`src/ipwdt_pkg.sv`:
```
// ipwdt_pkg: constants for the indexed port watchdog timer
`default_nettype none
package ipwdt_pkg;
   // ---------------------------------------------------------------
   // port addresses and key values
   // ---------------------------------------------------------------
   localparam logic [7:0] IPWDT_ADDR_PORT    = 8'h2e;
   localparam logic [7:0] IPWDT_DATA_PORT    = 8'h2f;
   localparam logic [7:0] IPWDT_UNLOCK_KEY   = 8'h87;
   localparam logic [7:0] IPWDT_LOCK_KEY     = 8'haa;
   localparam logic [7:0] IPWDT_WDT_UNIT     = 8'h08;
   // ---------------------------------------------------------------
   // register indices
   // ---------------------------------------------------------------
   localparam logic [7:0] IPWDT_IDX_UNIT_SEL = 8'h07;
   localparam logic [7:0] IPWDT_IDX_ACTIVATE = 8'h30;
   localparam logic [7:0] IPWDT_IDX_MODE     = 8'hf5;
   localparam logic [7:0] IPWDT_IDX_COUNT    = 8'hf6;
   localparam logic [7:0] IPWDT_IDX_CTRL     = 8'hf7;
   // ---------------------------------------------------------------
   // field positions and reset values
   // ---------------------------------------------------------------
   localparam int         IPWDT_MODE_MIN_BIT = 3;
   localparam int         IPWDT_CTRL_MS_BIT  = 7;
   localparam int         IPWDT_CTRL_KB_BIT  = 6;
   localparam int         IPWDT_CTRL_FT_BIT  = 5;
   localparam int         IPWDT_CTRL_ST_BIT  = 4;
   localparam logic [7:0] IPWDT_ACT_ON       = 8'h01;
   localparam logic [7:0] IPWDT_RST_BYTE     = 8'h00;
   // ---------------------------------------------------------------
   // timing
   // ---------------------------------------------------------------
   localparam int         IPWDT_CLK_HZ       = 100_000_000;
   localparam int         IPWDT_SEC_S        = 1;
   localparam int         IPWDT_SEC_CYC      = IPWDT_SEC_S * IPWDT_CLK_HZ;
   localparam int         IPWDT_MIN_SEC      = 60;
   localparam int         IPWDT_ALERT_S_CYC  = 1;
endpackage : ipwdt_pkg
`default_nettype wire

```
`src/ipwdt_top.sv`:
```
// ipwdt_top: indexed port watchdog timer with key-guarded configuration
//
// Behaviour
// - index to address port, data via data port
// - unlock key written twice opens configuration
// - unit number selects watchdog register set
// - inactive after reset until activation written one
// - mode bit chooses seconds or minutes
// - zero count stops, nonzero runs timer
// - count write restarts countdown from new value
// - countdown end produces timeout output
// - jumper picks reset or pin toggle
// - keyboard restart when enable bit set
// - force bit times out at once, self-clears
// - status bit reads one after timeout
// - lock key closes configuration access
// - mouse restart when enable bit set
`default_nettype none
module ipwdt_top
   import ipwdt_pkg::*;
#(
   parameter int SEC_CYC = ipwdt_pkg::IPWDT_SEC_CYC
) (
   // clock and reset
   input  wire logic       clk,
   input  wire logic       rst_n,
   // host i/o port access
   input  wire logic [7:0] io_addr,
   input  wire logic       io_wr,
   input  wire logic       io_rd,
   input  wire logic [7:0] io_wdata,
   output var  logic [7:0] io_rdata,
   // restart sources and strap
   input  wire logic       kbd_activity,
   input  wire logic       mouse_activity,
   input  wire logic       timeout_action_jumper,
   // timeout actions
   output var  logic       sys_reset_req,
   output var  logic       watchdog_alert_pin
);
   import ipwdt_pkg::*;

   // ---------------------------------------------------------------
   // reset release
   // ---------------------------------------------------------------
   logic rst_s1_q;
   logic rst_s2_q;
   logic rst_l;
   // two stage release of the asynchronous reset
   always_ff @(posedge clk or negedge rst_n) begin
      if (!rst_n) begin
         rst_s1_q <= 1'b0;
         rst_s2_q <= 1'b0;
      end else begin
         rst_s1_q <= 1'b1;
         rst_s2_q <= rst_s1_q;
      end
   end
   assign rst_l = rst_s2_q;

   // ---------------------------------------------------------------
   // port decode and key sequence
   // ---------------------------------------------------------------
   logic       unlocked_q;
   logic       key_seen_q;
   logic [7:0] index_q;
   logic [7:0] unit_q;
   logic       wr_addr;
   logic       wr_data;
   logic       rd_data;
   logic       is_unlock;
   logic       is_lock;
   logic       wdt_sel;
   logic       cfg_wr;
   // address and data port strobes
   assign wr_addr   = io_wr && (io_addr == IPWDT_ADDR_PORT);
   assign wr_data   = io_wr && (io_addr == IPWDT_DATA_PORT);
   assign rd_data   = io_rd && (io_addr == IPWDT_DATA_PORT);
   assign is_unlock = wr_addr && (io_wdata == IPWDT_UNLOCK_KEY);
   assign is_lock   = wr_addr && (io_wdata == IPWDT_LOCK_KEY) && unlocked_q;
   assign wdt_sel   = (unit_q == IPWDT_WDT_UNIT);
   assign cfg_wr    = wr_data && unlocked_q;

   // lock state: two back-to-back unlock keys open, lock key closes
   always_ff @(posedge clk or negedge rst_l) begin
      if (!rst_l) begin
         unlocked_q <= 1'b0;
         key_seen_q <= 1'b0;
      end else if (wr_addr) begin
         key_seen_q <= is_unlock && !unlocked_q;
         if (is_unlock && key_seen_q)
            unlocked_q <= 1'b1;
         else if (is_lock)
            unlocked_q <= 1'b0;
      end else if (wr_data) begin
         key_seen_q <= 1'b0;
      end
   end

   // index latched only while open
   always_ff @(posedge clk or negedge rst_l) begin
      if (!rst_l)
         index_q <= IPWDT_RST_BYTE;
      else if (wr_addr && unlocked_q && !is_lock)
         index_q <= io_wdata;
   end

   // logical unit selection
   always_ff @(posedge clk or negedge rst_l) begin
      if (!rst_l)
         unit_q <= IPWDT_RST_BYTE;
      else if (cfg_wr && index_q == IPWDT_IDX_UNIT_SEL)
         unit_q <= io_wdata;
   end

   // ---------------------------------------------------------------
   // watchdog registers
   // ---------------------------------------------------------------
   logic       active_q;
   logic       minutes_q;
   logic [7:0] count_q;
   logic       kb_en_q;
   logic       ms_en_q;
   logic       status_q;
   logic       wr_act;
   logic       wr_mode;
   logic       wr_cnt;
   logic       wr_ctrl;
   logic       force_to;
   logic       expire;
   logic       restart;
   logic       timeout;
   assign wr_act  = cfg_wr && wdt_sel && index_q == IPWDT_IDX_ACTIVATE;
   assign wr_mode = cfg_wr && wdt_sel && index_q == IPWDT_IDX_MODE;
   assign wr_cnt  = cfg_wr && wdt_sel && index_q == IPWDT_IDX_COUNT;
   assign wr_ctrl = cfg_wr && wdt_sel && index_q == IPWDT_IDX_CTRL;
   assign force_to = wr_ctrl && io_wdata[IPWDT_CTRL_FT_BIT] && active_q;
   assign restart = active_q && ((kb_en_q && kbd_activity)
                                 || (ms_en_q && mouse_activity));
   assign timeout = expire || force_to;

   // activation, mode and enable bits
   always_ff @(posedge clk or negedge rst_l) begin
      if (!rst_l) begin
         active_q  <= 1'b0;
         minutes_q <= 1'b0;
         kb_en_q   <= 1'b0;
         ms_en_q   <= 1'b0;
      end else begin
         if (wr_act)
            active_q <= (io_wdata == IPWDT_ACT_ON);
         if (wr_mode)
            minutes_q <= io_wdata[IPWDT_MODE_MIN_BIT];
         if (wr_ctrl) begin
            kb_en_q <= io_wdata[IPWDT_CTRL_KB_BIT];
            ms_en_q <= io_wdata[IPWDT_CTRL_MS_BIT];
         end
      end
   end

   // status: a new timeout wins over a software clear of the bit
   always_ff @(posedge clk or negedge rst_l) begin
      if (!rst_l)
         status_q <= 1'b0;
      else if (timeout)
         status_q <= 1'b1;
      else if (wr_ctrl && !io_wdata[IPWDT_CTRL_ST_BIT])
         status_q <= 1'b0;
   end

   // ---------------------------------------------------------------
   // countdown
   // ---------------------------------------------------------------
   logic [7:0]  reload_q;
   logic [31:0] tick_q;
   logic [5:0]  sec_q;
   logic        sec_tick;
   logic        unit_tick;
   // prescaler ticks; a reload in the expiry cycle restarts instead of timing out
   assign sec_tick  = (tick_q == 32'(SEC_CYC - 1));
   assign unit_tick = sec_tick && (!minutes_q || sec_q == 6'(IPWDT_MIN_SEC - 1));
   assign expire    = active_q && count_q == 8'h01 && unit_tick && !wr_cnt && !restart;

   // count register, prescaler and reload value
   always_ff @(posedge clk or negedge rst_l) begin
      if (!rst_l) begin
         count_q  <= IPWDT_RST_BYTE;
         reload_q <= IPWDT_RST_BYTE;
         tick_q   <= 32'h0;
         sec_q    <= 6'h0;
      end else if (wr_cnt) begin
         count_q  <= io_wdata;
         reload_q <= io_wdata;
         tick_q   <= 32'h0;
         sec_q    <= 6'h0;
      end else if (restart) begin
         count_q  <= reload_q;
         tick_q   <= 32'h0;
         sec_q    <= 6'h0;
      end else if (active_q && count_q != 8'h00) begin
         tick_q <= sec_tick ? 32'h0 : tick_q + 32'h1;
         if (sec_tick)
            sec_q <= (unit_tick ? 6'h0 : sec_q + 6'h1);
         if (unit_tick)
            count_q <= count_q - 8'h01;
      end
   end

   // ---------------------------------------------------------------
   // outputs
   // ---------------------------------------------------------------
   logic [7:0] rdata_d;
   assign rdata_d = !(rd_data && unlocked_q && wdt_sel) ? IPWDT_RST_BYTE :
                    (index_q == IPWDT_IDX_ACTIVATE) ? {7'h0, active_q} :
                    (index_q == IPWDT_IDX_MODE) ? 8'(minutes_q) << IPWDT_MODE_MIN_BIT :
                    (index_q == IPWDT_IDX_COUNT) ? count_q :
                    (index_q == IPWDT_IDX_CTRL) ? {ms_en_q, kb_en_q, 1'b0, status_q, 4'h0} :
                    IPWDT_RST_BYTE;

   // registered read data and timeout actions
   always_ff @(posedge clk or negedge rst_l) begin
      if (!rst_l) begin
         io_rdata           <= IPWDT_RST_BYTE;
         sys_reset_req      <= 1'b0;
         watchdog_alert_pin <= 1'b0;
      end else begin
         io_rdata      <= rdata_d;
         sys_reset_req <= timeout && timeout_action_jumper;
         if (timeout && !timeout_action_jumper)
            watchdog_alert_pin <= !watchdog_alert_pin;
      end
   end
endmodule : ipwdt_top
`default_nettype wire

```
`config.mk`:
```
export PLATFORM = sky130hd
export DESIGN_NAME = ipwdt_top
export DESIGN_NICKNAME = d
export VERILOG_FILES = /design/src/ipwdt_pkg.sv /design/src/ipwdt_top.sv
export SDC_FILE = /design/constraint.sdc
export NUM_CORES = 1
export LEC_CHECK = 0
export ABC_AREA = 0
export BUFFER_PORTS_ARGS = -buffer_cell sky130_fd_sc_hd__buf_2
export CORE_ASPECT_RATIO = 1.2
export CORE_MARGIN = 2
export CORE_UTILIZATION = 60
export DETAILED_ROUTE_END_ITERATION = 16
export GPL_ROUTABILITY_DRIVEN = 0
export PLACE_DENSITY_LB_ADDON = 0.3
export SLEW_MARGIN = 20
export SYNTH_ARGS = -nofsm -noshare
export SYNTH_HDL_FRONTEND = slang
export SYNTH_SLANG_ARGS = --single-unit
```
`constraint.sdc`:
```
create_clock -name clk -period 3.95 [get_ports clk]
set_clock_uncertainty 0.1 [all_clocks]
set_input_delay 0.1975 -clock clk [delete_from_list [all_inputs] [get_ports clk]]
set_output_delay 0.1975 -clock clk [all_outputs]
set_load 0.01 [all_outputs]
```
==> results of run 1 <==
## cell type report
type	count	area, um^2	area share, %
clock inverter	6	75.1	1.44
sequential	89	2230	42.9
tap	92	115	2.21
clock buffer	10	138	2.65
inverter	9	33.8	0.649
timing repair buffer	38	213	4.09
multi-input combinational	373	2400	46.1
## path summary, 6_finish.rpt
kind / to / slack, ns / cells after the start
setup / recovery: count_q[2] / 1.24 / 5
hold / removal: reload_q[2] / 0.03 / 3
setup reg to reg: count_q[2] / 1.24 / 5
hold reg to reg: rst_l / 0.26 / 0
max in group asynchronous: ms_en_q / 2.56 / 1
min in group asynchronous: rst_l / 0.04 / 2
## per-layer routing
metal | GRT usage, % | wire length (um) | vias up
li1 | - | - | 1825
met1 | 31.4 | 4370 | 1883
met2 | 46.1 | 5480 | 138
met3 | 4.73 | 554 | 42
met4 | 14.7 | 432 | 0
met5 | 0 | 0 | -
## registers in the layout (all words and copies together) (netlist names)
name	count
minutes_q	1
rst_l	1
index_q	8
watchdog_alert_pin	1
ms_en_q	1
unit_q	8
io_rdata	8
active_q	1
sec_q	6
status_q	1
key_seen_q	1
kb_en_q	1
sys_reset_req	1
count_q	8
unlocked_q	1
rst_s1_q	1
reload_q	8
tick_q	32
## power by group through the flow
stage	sequential, W	clock, W	combinational (W)
after floorplan	0.000943	0	0.00000448
after global placement	0.000943	0	0.0000341
after detailed placement	0.000943	0	0.0000353
after CTS	0.000925	0.000678	0.0000378
after global routing	0.000927	0.000710	0.0000411
final	0.000924	0.000660	0.0000376
## Yosys cell counts (all sizes together), types with 6 or more instances
| library cell | n | area (um^2) |
|---|---|---|
| and3 | 14 | 87.6 |
| o21ai | 25 | 125 |
| mux2 | 22 | 248 |
| and4 | 6 | 52.6 |
| nand3 | 22 | 110 |
| inv | 9 | 33.8 |
| or3 | 6 | 37.5 |
| clkbuf | 7 | 26.3 |
| a211oi | 6 | 45.0 |
| xor2 | 17 | 149 |
| nor2b | 6 | 37.5 |
| a21oi | 20 | 100 |
| xnor2 | 13 | 114 |
| nor3 | 10 | 60.1 |
| nor2 | 57 | 214 |
| and2 | 7 | 43.8 |
| buf | 10 | 61.3 |
| dfrtp | 89 | 2230 |
| nand2 | 59 | 221 |
| nand4 | 11 | 75.1 |
| nor4 | 8 | 65.1 |
## worst min-delay path, cell delays in order
cell,delay (ns)
buf_2,0.14
nand2_1,0.08
nand2_1,0.05
## metrics by stage
stage	area, um^2	worst slack (ns)	instances
final	5200	1.24	617
after global routing	5200	0.939	617
after CTS	5200	0.904	617
after detailed placement	4950	0.958	598
after global placement	4950	1.15	598
after floorplan	4730	1.19	488
## layout by cell type (no fill, tap or decap), types with 3 or more instances in the layout
cell,n
a22oi_1,4
nand2_1,59
and2_1,7
ha_1,5
nor4_1,7
or3_1,6
and4_1,6
clkbuf_8,10
nand3b_1,3
buf_4,3
buf_2,32
a21oi_1,20
dlygate4sd3_1,3
nor2_1,57
nand4_1,10
xor2_1,17
nand2b_1,3
dfrtp_1,88
xnor2_1,13
o211ai_1,5
mux2_2,22
inv_1,9
and3_1,14
nor3_1,8
o2111ai_1,5
o21ai_0,23
nand3_1,22
a211oi_1,6
nor2b_1,6
mux2i_1,3
## cell families (layout without fill, tap and decap cells)
family | Yosys count | after routing | synth area share (%)
buffers and inverters | 26 | 63 | 2.57
adder cells (fa/ha/maj) | 5 | 5 | 1.32
other | 1 | 1 | 0.0793
multiplexers | 25 | 25 | 5.87
AO/OA/AOI/OAI | 84 | 84 | 12.1
AND/OR/NAND/NOR | 228 | 228 | 25.4
flip-flops | 89 | 89 | 47.1
XOR/XNOR | 30 | 30 | 5.56
==> results.json, run 1 <==
{
  "outcome": "completed",
  "vias": 3888,
  "vdd_ir_drop_max_uv": 253,
  "cts_resized": 0,
  "fin_crit_sh_pct": 68.7,
  "grt_pass1_wl_um": 18200,
  "finalCriticalPeriod_ns": 2.71,
  "fin_util_pct": 67.9,
  "die_h_um": 101,
  "diodes": 0,
  "antenna_found_initial": 0,
  "crit_type": "register to register",
  "die_w_um": 85.0,
  "cts_tree": "done",
  "netlist-cell-type-count": 60,
  "worstSetupStartpointType": "register",
  "worstHoldPathType": "primary input to register",
  "powerDensity_nw_per_um2": 312,
  "portBuffers": 32,
  "hold_violations": 0,
  "swShare_pct": 23.3,
  "p_leak_nw": 2.34,
  "seqPwrFrac_pct": 57.0,
  "grt_pass1_vias": 3865,
  "avgRoutedWirePerCell_um": 17.6,
  "clk_latency_ns": 0.36,
  "cts.clk_slew.worst_paths_ns": 0.10,
  "routed_wl_um": 10800,
  "yosysWarnings": 0,
  "synthesis.nets": 516,
  "pin_count": 33,
  "critPathLaunch": "count_q[4]",
  "drtPass1Iterations": 5,
  "design.die.area_um2": 8610,
  "cts_buffers": 9,
  "htreeDepth": 3,
  "coreArea_um2": 7660,
  "crit_slowest_cell": "nor4_1",
  "rows": 35,
  "synth-seq-cells": 89,
  "rsz0062_at_grt": "no",
  "grt_usage_pct": 26.6,
  "syn_inst": 488,
  "setup_tns_ns": 0,
  "drive_gt1_share_pct": 16.4,
  "area_growth_pct": 10.0,
  "cts_hold_buf": 3,
  "critPathTopFamily": "simple AND/OR/NAND/NOR gates",
  "gr-total-overflow": 0,
  "async_flop_share_pct": 100,
  "worst_slew_pin_slew_ns": 0.909,
  "via_per_inst": 6.30,
  "slowest_delay_ns": 0.59,
  "dp.final_hpwl_um": 7680,
  "nNetsFinal": 548,
  "drt_iter0_drc": 298,
  "drcViolationCount": 0,
  "worstPathBufferInverterCount": 0,
  "reg2reg_from": "count_q[4]",
  "maxCapViolations": 0,
  "initial_core_util_pct": 61.7,
  "drv_slew": 0,
  "ys_seq_area_share_pct": 47.1,
  "worstPathMaxFanout": 12,
  "grt_max_degree": 61,
  "critPathArrivalTime_ns": 2.87,
  "finalPower_w": 0.00162,
  "drtAntennaViolNets": 0,
  "max-slew-margin-rel_pct": 38.9,
  "intPower_w": 0.00124,
  "n_fill_cell": 615,
  "clock_path_buffers": 2,
  "syn_area_um2": 4730,
  "fmax_mhz": 369,
  "synth-main-ff-cell": "dfrtp_1",
  "pwr-share-comb_pct": 2.3,
  "cts_sinks": 89,
  "cp-end-kind": "register",
  "root_buffer": "clkbuf_8",
  "syn-mean-instance-area_um2": 9.69,
  "cp.required_ns": 4.10,
  "synth_edf_count": 0,
  "critical_path.cell_chain": "nor4_1 -> a31oi_2 -> nand2_1 -> o21a_1 -> mux2_2",
  "cts_setup_buffers": 0,
  "fin_hold_ws_ns": 0.0328,
  "pwr-share-clk_pct": 40.7,
  "power_switching_w": 0.000377,
  "worstHoldStart": "io_wdata[2]",
  "setup_viol": 0
}
(Power assumes the default switching activity.)
==> inputs of run 2 (changes only) <==
- CORE_UTILIZATION: 60 -> 55
- clock period: 3.95 -> 2.49 ns (I/O delays scaled with it)
==> results.json, run 2 (synthesis results as in run 1) <==
{
  "fin_crit_sh_pct": 93.1,
  "crit_slowest_cell": "or4_1",
  "initial_core_util_pct": 55.8,
  "drive_gt1_share_pct": 18.5,
  "worstHoldPathType": "primary input to register",
  "design.die.area_um2": 9360,
  "grt_usage_pct": 26.2,
  "htreeDepth": 3,
  "top_register": "tick_q",
  "setup_viol": 0,
  "worstSetupStartpointType": "register",
  "crit_type": "register to register",
  "finalPower_w": 0.00256,
  "avgRoutedWirePerCell_um": 16.9,
  "via_per_inst": 5.93,
  "outcome": "completed",
  "p_leak_nw": 2.46,
  "worst_slew_pin_slew_ns": 0.612,
  "grt_pass1_wl_um": 18900,
  "slowest_delay_ns": 0.56,
  "maxCapViolations": 0,
  "area_growth_pct": 15.7,
  "cts_tree": "done",
  "drv_slew": 0,
  "drcViolationCount": 0,
  "cp-end-kind": "register",
  "die_h_um": 106,
  "drtPass1Iterations": 4,
  "critPathArrivalTime_ns": 2.47,
  "vdd_ir_drop_max_uv": 247,
  "worstPathMaxFanout": 11,
  "diodes": 0,
  "nNetsFinal": 573,
  "cp.required_ns": 2.64,
  "finalCriticalPeriod_ns": 2.32,
  "clock_path_buffers": 2,
  "routed_wl_um": 11300,
  "die_w_um": 88.6,
  "mostFrequentLayoutCells": "88 x dfrtp_1, 59 x nand2_1, 56 x nor2_1",
  "coreArea_um2": 8470,
  "setup_tns_ns": 0,
  "rrSetupSlack_ns": 0.17,
  "reg2reg_depth": 6,
  "dp.final_hpwl_um": 8050,
  "reg2reg_to": "tick_q[23]",
  "grt_max_degree": 50,
  "drt_iter0_drc": 172,
  "cts_sinks": 89,
  "min_path_cells": 4,
  "rows": 37,
  "layout_commonest_cell": "dfrtp_1",
  "whs_endpoint": "io_rdata[0]",
  "rsz0062_at_grt": "no",
  "reg2reg_from": "count_q[4]",
  "hold_violations": 0,
  "fmax_mhz": 431,
  "drtAntennaViolNets": 0,
  "clk_latency_ns": 0.37,
  "portBuffers": 32,
  "worstHoldStart": "io_rd",
  "cts_buffers": 9,
  "vias": 3952,
  "critical_path.cell_chain": "or4_1 -> nor3_1 -> a21o_1 -> a2111oi_1 -> xnor2_1 -> nor2_1",
  "powerDensity_nw_per_um2": 468,
  "largest_reg_flops": 32,
  "gr-total-overflow": 0,
  "grt_pass1_vias": 4039,
  "antenna_found_initial": 0,
  "cts.clk_slew.worst_paths_ns": 0.09,
  "pin_count": 33,
  "root_buffer": "clkbuf_8",
  "max-slew-margin-rel_pct": 59.0
}
run 2: layout make-up:
type                       count  area [um^2]
clock buffer                  10          138
clock inverter                 6         67.6
fill                         709         3000
inverter                       9         33.8
multi-input combinational    373         2400
sequential                    89         2230
tap                          117          146
timing repair buffer          63          454
run 2: routing by layer:
metal  vias to the layer above  GRT usage (%)  share of wire [%]  wire, um
li1                       1879              -                  -         -
met1                      1940           30.7                 41      4660
met2                        96           44.5                 51      5810
met3                        37           4.15                3.5       397
met4                         0           14.5                3.8       424
met5                         -              0                  0         0
run 2: power breakdown:
group,total [W],leakage (nW),switching [W],internal [W]
Sequential,0.00146,1.09,0.0000130,0.00145
Clock,0.00102,0.0985,0.000532,0.000492
Combinational,0.0000787,1.27,0.0000458,0.0000329
run 2: what timing repair did:
action                                 CTS  global route
setup buffers                            0             1
setup endpoints to repair                0            17
hold buffers                            13             0
gates resized for setup                  0             3
endpoints found under the hold margin   15             0
run 2: per-stage QoR:
stage / util (%) / area (um^2) / hold slack [ns] / worst slack [ns] / std cells
finish: 64.6 / 5470 / 0.0121 / 0.172 / 667
global route: 64.6 / 5470 / 0.0316 / 0.0174 / 667
CTS: 64.3 / 5450 / 0.000145 / 0.00463 / 666
detailed placement: 60.4 / 5110 / -0.188 / 0.0144 / 637
global placement: 60.4 / 5110 / -0.190 / 0.0771 / 637
floorplan: - / 4730 / -0.271 / 0.270 / 488
run 2: how the worst max path moves through the flow:
stage                     cells past startpoint         end       start
after floorplan                               9  tick_q[11]   tick_q[0]
after global placement                        7  tick_q[15]   unit_q[1]
after detailed placement                      7  tick_q[15]   unit_q[1]
after CTS                                     7  tick_q[15]   unit_q[1]
after global routing                          6  tick_q[19]  count_q[5]
final                                         6  tick_q[23]  count_q[4]
run 2: critical path, delay by kind of cell, from the launching register on:
kind	cells	cell delay [ns]
compound gates	2	0.60
xor+xnor	1	0.16
flops	1	0.48
simple gates	3	0.85
